===== src/srt_pkg.sv =====
// Constants for the sensor readout timing register bank.
// Assumes a 16-bit register word reached over a four-wire serial port.
package srt_pkg;

  // Serial frame layout: address, write flag, data, most significant first
  localparam int unsigned ADDR_W     = 9;
  localparam int unsigned DATA_W     = 16;
  localparam int unsigned CNT_W      = 5;
  localparam logic [CNT_W-1:0] CNT_RW    = 5'h09;
  localparam logic [CNT_W-1:0] CNT_LAST  = 5'h19;
  localparam logic [CNT_W-1:0] CNT_DONE  = 5'h1A;

  // Base of this register page on the serial address space
  localparam logic [ADDR_W-1:0] BASE_ADDR = 9'h0C0;

  // Register offsets within the page
  localparam logic [ADDR_W-1:0] OFF_INTEG  = 9'h002;
  localparam logic [ADDR_W-1:0] OFF_REGION = 9'h004;
  localparam logic [ADDR_W-1:0] OFF_DARK   = 9'h005;
  localparam logic [ADDR_W-1:0] OFF_PAD    = 9'h006;
  localparam logic [ADDR_W-1:0] OFF_DIV    = 9'h007;
  localparam logic [ADDR_W-1:0] OFF_DUR    = 9'h008;
  localparam logic [ADDR_W-1:0] OFF_EXP    = 9'h009;
  localparam logic [ADDR_W-1:0] OFF_SPA    = 9'h00A;
  localparam logic [ADDR_W-1:0] OFF_SPB    = 9'h00B;
  localparam logic [ADDR_W-1:0] OFF_GAIN   = 9'h00C;

  // Reset values
  localparam logic [15:0] RST_INTEG  = 16'h0004;
  localparam logic [15:0] RST_REGION = 16'h0000;
  localparam logic [15:0] RST_DARK   = 16'h0102;
  localparam logic [15:0] RST_PAD    = 16'h0000;
  localparam logic [15:0] RST_DIV    = 16'h0001;
  localparam logic [15:0] RST_DUR    = 16'h0000;
  localparam logic [15:0] RST_EXP    = 16'h0000;
  localparam logic [15:0] RST_SPARE  = 16'h0000;
  localparam logic [15:0] RST_GAIN   = 16'h01E2;

  // Field positions
  localparam int unsigned SEL_BIT    = 2;
  localparam int unsigned REG_LO     = 7;
  localparam int unsigned REG_HI     = 15;
  localparam int unsigned DARK_W     = 8;
  localparam int unsigned GATE_BIT   = 8;
  localparam int unsigned PAD_W      = 12;
  localparam int unsigned GAIN_W     = 5;
  localparam logic [DARK_W-1:0] DARK_MIN = 8'h01;

endpackage


===== src/srt_timing_regs.sv =====
// Readout timing and exposure register bank with its serial config slave.
// Assumes the sequencer drives frame_start, shutter mode and sync bits on
// clk; the serial port pins are asynchronous and resynchronised here.
//
// Function
// RULE_01: Bits 7 to 15 of the upper region word enable regions 23 to 31.
// RULE_02: The 8-bit dark-row count, reset 2, sets black lines, range 1-255.
// RULE_03: The first-line gate bit, reset 1, blanks the first readout line.
// RULE_04: The 12-bit padding row count is applied in rolling shutter only.
// RULE_05: The 16-bit tick divider, reset 1, sets global shutter time unit.
// RULE_06: The duration word is a reset length or a frame length by select.
// RULE_07: Exposure counts lines in rolling, divider ticks in global mode.
// RULE_08: Column gain is the low 5 bits of the gain word, reset 2.
// RULE_09: The length select bit, reset 1, picks 0 reset or 1 frame length.
// RULE_10: Synced settings wait for frame start; unsynced apply at once.
// RULE_11: The host writes only zero to the two spare words.
`timescale 1ns/1ps

module srt_timing_regs
  import srt_pkg::*;
(
  input  wire logic              clk,
  input  wire logic              resetn,
  input  wire logic              sck,
  input  wire logic              mosi,
  input  wire logic              ss_n,
  output logic                   miso,
  output logic                   miso_oe,
  input  wire logic              frame_start,
  input  wire logic              rolling_mode,
  input  wire logic              sync_black_lines,
  input  wire logic              sync_dummy_lines,
  input  wire logic              sync_exposure,
  output logic [8:0]             region_enable_q,
  output logic [DARK_W-1:0]      black_line_count_q,
  output logic                   first_line_blank_q,
  output logic [PAD_W-1:0]       dummy_line_count_q,
  output logic [15:0]            tick_divider_q,
  output logic [15:0]            duration_q,
  output logic                   duration_is_frame_q,
  output logic [15:0]            exposure_q,
  output logic                   exposure_in_lines_q,
  output logic [GAIN_W-1:0]      column_gain_q
);

  // Address decode against the page base
  function automatic logic hit(input logic [ADDR_W-1:0] a,
                               input logic [ADDR_W-1:0] off);
    hit = (a == ADDR_W'(BASE_ADDR + off));
  endfunction

  // Lowest legal dark-row count stands in for a written zero
  function automatic logic [DARK_W-1:0] clamp_dark(
    input logic [DARK_W-1:0] v);
    clamp_dark = (v == '0) ? DARK_MIN : v;
  endfunction

  // Pin synchronisers; first stages feed only the second stages
  logic sck_m_q, sck_s_q, sck_p_q;
  logic mosi_m_q, mosi_s_q;
  logic ssn_m_q, ssn_s_q;

  always_ff @(posedge clk or negedge resetn)
  begin
    if (!resetn)
    begin
      sck_m_q  <= 1'b0;
      sck_s_q  <= 1'b0;
      sck_p_q  <= 1'b0;
      mosi_m_q <= 1'b0;
      mosi_s_q <= 1'b0;
      ssn_m_q  <= 1'b1;
      ssn_s_q  <= 1'b1;
    end
    else
    begin
      sck_m_q  <= sck;
      sck_s_q  <= sck_m_q;
      sck_p_q  <= sck_s_q;
      mosi_m_q <= mosi;
      mosi_s_q <= mosi_m_q;
      ssn_m_q  <= ss_n;
      ssn_s_q  <= ssn_m_q;
    end
  end

  logic sck_rise, sck_fall;
  assign sck_rise = sck_s_q & ~sck_p_q & ~ssn_s_q;
  assign sck_fall = ~sck_s_q & sck_p_q & ~ssn_s_q;

  // Serial shifter state
  logic [CNT_W-1:0]  cnt_q, cnt_d;
  logic [ADDR_W-1:0] addr_q, addr_d;
  logic              wr_q, wr_d;
  logic [15:0]       sh_q, sh_d;
  logic [15:0]       rd_q, rd_d;
  logic              miso_d, miso_oe_d;
  logic              wr_en;
  logic [15:0]       wr_data;

  // Staging copies written by the host
  logic              sel_q, sel_d;
  logic [15:0]       region_q, region_d;
  logic [8:0]        dark_q, dark_d;
  logic [PAD_W-1:0]  pad_q, pad_d;
  logic [15:0]       div_q, div_d;
  logic [15:0]       dur_q, dur_d;
  logic [15:0]       exp_q, exp_d;
  logic [15:0]       spa_q, spa_d;
  logic [15:0]       spb_q, spb_d;
  logic [15:0]       gain_q, gain_d;

  // Read mux; unmapped addresses return zero, as do unused bits of the select, dark and padding words
  function automatic logic [15:0] rd_mux(input logic [ADDR_W-1:0] a);
    rd_mux = '0;
    if (hit(a, OFF_INTEG))  rd_mux[SEL_BIT] = sel_q;
    if (hit(a, OFF_REGION)) rd_mux = region_q;
    if (hit(a, OFF_DARK))   rd_mux = {7'h00, dark_q};
    if (hit(a, OFF_PAD))    rd_mux = {4'h0, pad_q};
    if (hit(a, OFF_DIV))    rd_mux = div_q;
    if (hit(a, OFF_DUR))    rd_mux = dur_q;
    if (hit(a, OFF_EXP))    rd_mux = exp_q;
    if (hit(a, OFF_SPA))    rd_mux = spa_q;
    if (hit(a, OFF_SPB))    rd_mux = spb_q;
    if (hit(a, OFF_GAIN))   rd_mux = gain_q;
  endfunction

  // Shift engine: sample on sck rise, drive miso after sck fall
  always_comb
  begin
    cnt_d     = cnt_q;
    addr_d    = addr_q;
    wr_d      = wr_q;
    sh_d      = sh_q;
    rd_d      = rd_q;
    miso_d    = miso;
    miso_oe_d = ~ssn_s_q & ~wr_q & (cnt_q > CNT_RW);
    wr_en     = 1'b0;
    wr_data   = {sh_q[14:0], mosi_s_q};
    if (ssn_s_q)
    begin
      cnt_d  = '0;
      miso_d = 1'b0;
    end
    else if (sck_rise && cnt_q != CNT_DONE)
    begin
      cnt_d = cnt_q + 5'h01;
      if (cnt_q < CNT_RW)
        addr_d = {addr_q[ADDR_W-2:0], mosi_s_q};
      else if (cnt_q == CNT_RW)
      begin
        wr_d = mosi_s_q;
        rd_d = rd_mux(addr_q);
      end
      else
        sh_d = wr_data;
      // Commit only on a complete frame; a short frame writes nothing
      wr_en = wr_q && (cnt_q == CNT_LAST);
    end
    else if (sck_fall && !wr_q && cnt_q > CNT_RW)
    begin
      miso_d = rd_q[15];
      rd_d   = {rd_q[14:0], 1'b0};
    end
  end

  always_ff @(posedge clk or negedge resetn)
  begin
    if (!resetn)
    begin
      cnt_q   <= '0;
      addr_q  <= '0;
      wr_q    <= 1'b0;
      sh_q    <= '0;
      rd_q    <= '0;
      miso    <= 1'b0;
      miso_oe <= 1'b0;
    end
    else
    begin
      cnt_q   <= cnt_d;
      addr_q  <= addr_d;
      wr_q    <= wr_d;
      sh_q    <= sh_d;
      rd_q    <= rd_d;
      miso    <= miso_d;
      miso_oe <= miso_oe_d;
    end
  end

  // Staging registers take host writes at once
  always_comb
  begin
    sel_d    = sel_q;
    region_d = region_q;
    dark_d   = dark_q;
    pad_d    = pad_q;
    div_d    = div_q;
    dur_d    = dur_q;
    exp_d    = exp_q;
    spa_d    = spa_q;
    spb_d    = spb_q;
    gain_d   = gain_q;
    if (wr_en)
    begin
      if (hit(addr_q, OFF_INTEG))  sel_d = wr_data[SEL_BIT];     // [RULE_09]
      if (hit(addr_q, OFF_REGION)) region_d = wr_data;
      if (hit(addr_q, OFF_DARK))   dark_d = wr_data[8:0];
      if (hit(addr_q, OFF_PAD))    pad_d = wr_data[PAD_W-1:0];
      if (hit(addr_q, OFF_DIV))    div_d = wr_data;
      if (hit(addr_q, OFF_DUR))    dur_d = wr_data;
      if (hit(addr_q, OFF_EXP))    exp_d = wr_data;
      // Spares only hold and return what the host leaves there
      if (hit(addr_q, OFF_SPA))    spa_d = wr_data;              // [RULE_11]
      if (hit(addr_q, OFF_SPB))    spb_d = wr_data;              // [RULE_11]
      if (hit(addr_q, OFF_GAIN))   gain_d = wr_data;
    end
  end

  always_ff @(posedge clk or negedge resetn)
  begin
    if (!resetn)
    begin
      sel_q    <= RST_INTEG[SEL_BIT];
      region_q <= RST_REGION;
      dark_q   <= RST_DARK[8:0];
      pad_q    <= RST_PAD[PAD_W-1:0];
      div_q    <= RST_DIV;
      dur_q    <= RST_DUR;
      exp_q    <= RST_EXP;
      spa_q    <= RST_SPARE;
      spb_q    <= RST_SPARE;
      gain_q   <= RST_GAIN;
    end
    else
    begin
      sel_q    <= sel_d;
      region_q <= region_d;
      dark_q   <= dark_d;
      pad_q    <= pad_d;
      div_q    <= div_d;
      dur_q    <= dur_d;
      exp_q    <= exp_d;
      spa_q    <= spa_d;
      spb_q    <= spb_d;
      gain_q   <= gain_d;
    end
  end

  // Active settings seen by the sequencer, one cycle behind staging, the padding row count two
  logic [PAD_W-1:0] pad_act_q, pad_act_d;
  logic             upd_black, upd_pad, upd_exp;
  logic [8:0]       region_en_d;
  logic [DARK_W-1:0] black_d;
  logic             blank_d;
  logic [PAD_W-1:0] dummy_d;
  logic [15:0]      tick_d, duration_d, exposure_d;
  logic             is_frame_d;
  logic             in_lines_d;
  logic [GAIN_W-1:0] col_gain_d;

  always_comb
  begin
    upd_black  = frame_start | ~sync_black_lines;                // [RULE_10]
    upd_pad    = frame_start | ~sync_dummy_lines;                // [RULE_10]
    upd_exp    = frame_start | ~sync_exposure;                   // [RULE_10]
    region_en_d = region_q[REG_HI:REG_LO];                       // [RULE_01]
    black_d    = black_line_count_q;
    blank_d    = first_line_blank_q;
    pad_act_d  = pad_act_q;
    tick_d     = tick_divider_q;
    duration_d = duration_q;
    is_frame_d = duration_is_frame_q;
    exposure_d = exposure_q;
    if (upd_black)
    begin
      black_d = clamp_dark(dark_q[DARK_W-1:0]);                  // [RULE_02]
      blank_d = dark_q[GATE_BIT];                                // [RULE_03]
    end
    if (upd_pad)
      pad_act_d = pad_q;
    if (upd_exp)
    begin
      tick_d     = div_q;                                        // [RULE_05]
      duration_d = dur_q;                                        // [RULE_06]
      is_frame_d = sel_q;                                        // [RULE_09]
      exposure_d = exp_q;                                        // [RULE_07]
    end
    // Padding rows mean nothing in global shutter, so report none
    dummy_d    = rolling_mode ? pad_act_q : '0;                  // [RULE_04]
    in_lines_d = rolling_mode;                                   // [RULE_07]
    col_gain_d = gain_q[GAIN_W-1:0];                             // [RULE_08]
  end

  always_ff @(posedge clk or negedge resetn)
  begin
    if (!resetn)
    begin
      region_enable_q     <= RST_REGION[REG_HI:REG_LO];
      black_line_count_q  <= RST_DARK[DARK_W-1:0];
      first_line_blank_q  <= RST_DARK[GATE_BIT];
      pad_act_q           <= RST_PAD[PAD_W-1:0];
      dummy_line_count_q  <= '0;
      tick_divider_q      <= RST_DIV;
      duration_q          <= RST_DUR;
      duration_is_frame_q <= RST_INTEG[SEL_BIT];
      exposure_q          <= RST_EXP;
      exposure_in_lines_q <= 1'b0;
      column_gain_q       <= RST_GAIN[GAIN_W-1:0];
    end
    else
    begin
      region_enable_q     <= region_en_d;
      black_line_count_q  <= black_d;
      first_line_blank_q  <= blank_d;
      pad_act_q           <= pad_act_d;
      dummy_line_count_q  <= dummy_d;
      tick_divider_q      <= tick_d;
      duration_q          <= duration_d;
      duration_is_frame_q <= is_frame_d;
      exposure_q          <= exposure_d;
      exposure_in_lines_q <= in_lines_d;
      column_gain_q       <= col_gain_d;
    end
  end
endmodule


===== config.mk =====
export PLATFORM = sky130hd
export DESIGN_NAME = srt_timing_regs
export DESIGN_NICKNAME = d
export VERILOG_FILES = /design/src/srt_pkg.sv /design/src/srt_timing_regs.sv
export SDC_FILE = /design/constraint.sdc
export NUM_CORES = 1
export LEC_CHECK = 0
export BUFFER_PORTS_ARGS = -buffer_cell sky130_fd_sc_hd__buf_2
export CAP_MARGIN = 25
export CORE_AREA = 5 5 227 229
export DETAILED_ROUTE_END_ITERATION = 8
export DIE_AREA = 0 0 232 234
export HOLD_SLACK_MARGIN = 0.15
export PLACE_DENSITY = 0.43
export SETUP_SLACK_MARGIN = 0.5
export SYNTH_ARGS = -nofsm -noshare
export SYNTH_HDL_FRONTEND = slang
export SYNTH_SLANG_ARGS = --single-unit

===== constraint.sdc =====
create_clock -name clk -period 2.2 [get_ports clk]
set_input_delay 0.33 -clock clk [delete_from_list [all_inputs] [get_ports clk]]
set_output_delay 0.33 -clock clk [all_outputs]
set_load 0.005 [all_outputs]

== Yosys cells after proc, flatten, opt, wreduce, memory -nomap -nowiden ==
Index checks and enable logic that the tools add are counted.

* Bits in registers: 286
* Logic and storage cells: 119
* Input port bits: 10

* Reductions and logical operators: 24
* Bitwise logic cells: 18
* Add/sub/neg operators: 1
* Multiplexer cells: 23
* Eq/ne operators: 16
* Order comparisons: 2

{| class="wikitable"
|+ Operators with widths
! operator !! count
|-
| 16-bit two-way mux || 13
|-
| 9-bit by 8-bit == test with 1-bit output, second input constant || 10
|-
| 2-bit AND reduction || 11
|-
| 12-bit two-way mux || 1
|-
| 4-bit AND reduction || 3
|-
| 5-bit two-way mux || 2
|-
| 1-bit inverter || 9
|-
| 8-bit logical NOT || 1
|-
| 8-bit two-way mux || 1
|-
| 1-bit AND || 6
|-
| 1-bit two-way mux || 6
|-
| 2-bit nonzero test || 3
|-
| 5-bit by 1-bit adder with 5-bit output, second input constant || 1
|-
| 5-bit by 4-bit == test with 1-bit output, second input constant || 1
|-
| 5-bit == test, second input constant || 1
|-
| 5-bit by 4-bit > comparator with 1-bit output, second input constant || 1
|-
| 5-bit by 4-bit < comparator with 1-bit output, second input constant || 1
|-
| 5-bit != test, second input constant || 1
|-
| 1-bit logical AND || 4
|-
| 2-bit != test, second input constant || 2
|-
| 1-bit bitwise OR || 3
|-
| 3-bit AND reduction || 1
|-
| 2-bit by 1-bit != test with 1-bit output, second input constant || 1
|-
| 1-bit logical NOT || 1
|}

== Depth between registers and ports, before layout ==
* Depth after elaboration: 14
* Mapped depth: 9
* Gate-level depth less buffers: 7

== Worst setup path before layout ==
OpenSTA, ideal clock, no wires.

* Path kind: reg2reg
* Start: reg cnt_q[1]
* End: reg div_q[10]
* Required time: 2.075 ns
* Period minus slack after synthesis: 2.316 ns
* Buffers on the path: 2
* Data arrival time: 2.192 ns
* Stages on the path, launching flop included: 10
* Path slack: -0.116 ns
* Path through: dfrtp_1 -> inv_1 -> ha_1 -> nand3b_1 -> nor4_4 -> and3_1 -> and3_1 -> buf_4 -> buf_6 -> mux2_2

* Word-level cells in the longest chain between the ends: 5
* Elaborated cells between the ends (all ways): 7
* Classes of those cells: eq/ne (2); mux (2); reduce/logical (3)

{| class="wikitable"
|+ RTL lines
! element !! line !! RTL
|-
| from (decl) || srt_timing_regs.sv:92 || <nowiki>logic [CNT_W-1:0] cnt_q, cnt_d;</nowiki>
|-
| from (signal assigned) || srt_timing_regs.sv:181 || <nowiki>cnt_q <= cnt_d;</nowiki>
|-
| 5-bit == test / 5-bit != test (equally long branches) || srt_timing_regs.sv:158, srt_timing_regs.sv:145 ||
|-
| 1-bit logical AND (on tied branches) || srt_timing_regs.sv:158, srt_timing_regs.sv:145 ||
|-
| 1-bit two-way mux * || srt_timing_regs.sv:145 || <nowiki>else if (sck_rise && cnt_q != CNT_DONE)</nowiki>
|-
| 1-bit two-way mux * || srt_timing_regs.sv:140 || <nowiki>if (ssn_s_q)</nowiki>
|-
| 2-bit AND reduction (no source line) * || n/a ||
|-
| to (signal assigned) || srt_timing_regs.sv:241 || <nowiki>div_q <= div_d;</nowiki>
|-
| to (decl) || srt_timing_regs.sv:106 || <nowiki>logic [15:0] div_q, div_d;</nowiki>
|}

Mark *: on every way between the ends. The rest lies on a longest branch, timed or not.
A chain may end at the register's enable or synchronous reset.

== Worst setup path after layout ==
* Start: reg cnt_q[0]
* End: reg rd_q[0]

* Word-level cells in the longest chain between the ends: 4
* Elaborated cells between the ends (all ways): 11
* Classes of those cells: order compare (2); eq/ne (4); mux (1); reduce/logical (4)

{| class="wikitable"
|+ RTL lines
! element !! line !! RTL
|-
| 5-bit by 4-bit > comparator with 1-bit output / 5-bit != test (equally long branches) || srt_timing_regs.sv:160, srt_timing_regs.sv:145 ||
|-
| 1-bit logical AND (on tied branches) || srt_timing_regs.sv:160, srt_timing_regs.sv:145 ||
|-
| 2-bit nonzero test (no source line) (tied with other cells) || n/a ||
|-
| 4-bit AND reduction (no source line) || n/a ||
|-
| to (signal assigned) || srt_timing_regs.sv:185 || <nowiki>rd_q <= rd_d;</nowiki>
|-
| to (decl) || srt_timing_regs.sv:96 || <nowiki>logic [15:0] rd_q, rd_d;</nowiki>
|}

Parallel ways exist; a longest one is shown, timed or not.

==> impl_metrics.json <==
{
  "status": "finished with violations",
  "violations": "negative setup slack",
  "syn_inst": 919,
  "dp_slack_ns": -0.173,
  "grt_use_total": 0.140,
  "synth_largest_area_cell": "dfrtp_1",
  "synth-edff-count": 0,
  "wl_per_cell_um": 20.8,
  "crit_arrival_ns": 2.64,
  "htree_levels": 2,
  "final_net_count": 1143,
  "drive_above_1_share": 0.535,
  "place_inst": 1716,
  "ys.warnings.count": 0,
  "cp_max_fo": 7,
  "reg2reg_slack_ns": -0.03,
  "drv_cap": 0,
  "synthArstFlopShare": 1.00,
  "ys_types": 67,
  "overflow": 0,
  "yosysTopAreaCellShare": 0.554,
  "r2r_start": "cnt_q[0]$_DFFE_PN0P_",
  "drt_iter0_markers": 423,
  "dieArea_um2": 54300,
  "hold_violations": 0,
  "pin_count": 97,
  "ir_drop_mv": 0.370,
  "grt_pass1_vias": 9002,
  "synth-main-ff-cell": "dfrtp_1",
  "portBuffers": 96,
  "num_rows": 82,
  "area_growth_pct": 35.3,
  "synth_area_leaders": "dfrtp_1 55%, mux2_2 21%, dfstp_2 3.4%",
  "grt_pass1_wl_um": 58600,
  "syn_nets": 932,
  "finalCriticalPeriod_ns": 2.23,
  "initial_utilization": 0.247,
  "antenna_found_initial": 0,
  "synth.avg_cell_area_um2": 13.3,
  "power_mw": 12.9,
  "insertion_delay_ns": 0.52,
  "cts.path.max_buffers": 3,
  "finalSetupViolCount": 16,
  "r2r-end": "rd_q[0]$_DFFE_PN0P_",
  "grt_max_degree": 67,
  "clock_sinks": 286,
  "skew_ns": 0.0224,
  "setup_ws_ns": -0.0274,
  "cp-startpoint": "cnt_q[0]$_DFFE_PN0P_",
  "reg2reg_depth": 9,
  "final_max_slew_viol_count": 0,
  "wirelength_um": 38100,
  "crit_type": "register to register",
  "whs_ns": 0.288,
  "die_x_um": 232,
  "tightest_slew_ns": 0.678,
  "clk_pin_slew_worst_paths_ns": 0.06,
  "root_buffer": "clkbuf_16",
  "die_h_um": 234,
  "cts_tree": "yes",
  "avgViaCountPerCell": 4.56,
  "power_density_nw_per_um2": 783,
  "cts_made_buffers": 34,
  "max_freq_ghz": 0.449,
  "fin_setup_tns_ns": -0.115,
  "syn-cell-area_um2": 12200,
  "gp_congestion": 0.839,
  "place_area_um2": 14300,
  "drt_pass1_iterations": 4,
  "power_leakage_nw": 7.94,
  "dp_hpwl_um": 26500,
  "seq_area_frac_synth": 0.588,
  "endpoint_kind": "register",
  "fp.coreArea_um2": 49500,
  "ant_nets": 0,
  "required_ns": 2.61,
  "min_path_type": "primary input to async pin",
  "fin_util": 0.334,
  "final_area_um2": 16500,
  "stdcell_count": 1826,
  "drc": 0,
  "startpoint_type": "register",
  "n_antenna_cell": 0,
  "vias": 8321,
  "post-route-period-util": 1.01,
  "rsz0062_at_grt": "yes",
  "ys_seq_elements": 286,
  "slew_headroom": 0.548
}
==> final cells by class <==
type,count,area (µm²)
fillers,4964,32900
flip-flops and latches,286,7180
well taps,672,841
multi-input cells,556,5360
clock inverters,9,78.8
repair buffers,240,1990
clock buffers,51,1010
inverters,12,45.0
==> synthesized netlist by cell type, types with 4 or more instances <==
master and n:
dfrtp_1 270, mux2_2 231, clkbuf_1 46, a21oi_1 34, o21ai_0 30, nand2_1 27
nor2_1 27, dfstp_2 16, nand3_1 16, and2_1 14, inv_1 12, a22oi_1 11
nor4_1 11, o2bb2ai_1 11, nand2b_1 9, nor2b_1 9, buf_1 8, buf_2 8
a221oi_1 7, mux2i_1 7, nor3_1 7, a2bb2oi_1 6, o22ai_1 6, o31ai_1 6
o211ai_1 5, o21a_1 5, o32ai_1 5, or3_1 5, a22o_1 4, and3_1 4
nand3b_1 4, nor3b_1 4
==> flip-flops by register name, indices dropped and copies added, names as in the netlist, 5 cells and up <==
signal and flops:
cnt_q 5, div_q 16, dummy_line_count_q 12, exposure_q 16, dark_q 9, pad_q 12
addr_q 9, rd_q 16, spb_q 16, spa_q 16, region_q 16, exp_q 16
region_enable_q 9, sh_q 15, gain_q 16, dur_q 16, tick_divider_q 16, black_line_count_q 8
duration_q 16, pad_act_q 12, column_gain_q 5
==> routing by layer <==
layer / up-vias / track usage / wire, µm
li1: 3790 / - / -
met1: 4318 / 0.198 / 18000
met2: 156 / 0.223 / 17700
met3: 57 / 0.0225 / 1380
met4: 0 / 0.0399 / 976
met5: - / 0 / 0
==> cell usage in the layout, fill, tap and decap left out, types with 5 or more instances in the layout <==
cell type	n
clkinv_2	5
a2bb2oi_1	6
mux2_4	35
dfrtp_1	267
clkbuf_16	35
mux2i_1	6
buf_4	94
buf_12	17
nand3_1	12
nor3_4	5
inv_1	11
and2_1	13
dlygate4sd3_1	5
a22oi_1	11
o21a_1	5
o32ai_2	5
clkbuf_8	7
a21oi_1	30
o211ai_1	5
o21ai_0	25
nand2_1	23
clkbuf_1	9
nand2b_1	8
mux2_2	196
nor2_1	20
a221oi_2	7
buf_2	96
o2bb2ai_1	11
nor4_1	9
buf_6	20
nor2b_1	6
dfstp_2	16
==> worst max path at each step <==
stage	end	slack, ns	depth (start not counted)
floorplan	div_q[10]$_DFFE_PN0P_	-0.08	7
global placement	rd_q[7]$_DFFE_PN0P_	-0.18	7
detailed placement	rd_q[7]$_DFFE_PN0P_	-0.17	7
CTS	div_q[4]$_DFFE_PN0P_	0.0008	8
global route	div_q[3]$_DFFE_PN0P_	-0.08	8
finish	rd_q[0]$_DFFE_PN0P_	-0.03	9
==> what timing repair did <==
item,in CTS,in global routing
hold buffers,5,0
gates resized for setup,75,60
hold endpoints to repair,283,0
pin swaps,17,16
endpoints found under the setup margin,180,181
gates cloned,6,1
setup buffers,26,12
==> logic make-up (layout without fill, tap and decap cells) <==
family | Yosys count | count (layout) | share of synthesized area
xor gates and xnor gates | 2 | 2 | 0.00144
DFF | 286 | 286 | 0.588
and+or+nand+nor | 154 | 155 | 0.0706
adders and majority gates | 3 | 3 | 0.00308
buffers and inverters | 78 | 312 | 0.0267
AOI/OAI and AO/OA | 156 | 156 | 0.0876
muxes | 240 | 240 | 0.223
==> power breakdown <==
group          internal [mW]  total, mW  switching, mW
Sequential              5.34       5.46          0.124
Clock                   3.28       5.47           2.19
Combinational          0.868       1.98           1.12
Total                   9.49       12.9           3.43
==> critical path, cell delays in order, from the launching register on <==
cell and delay [ns]:
dfrtp_2 0.41, buf_6 0.12, ha_4 0.15, buf_4 0.13
buf_6 0.10, and4bb_2 0.25, mux2i_4 0.23, or2_4 0.34
buf_6 0.14, o221a_4 0.26
Power figures use the tool's default switching activity.
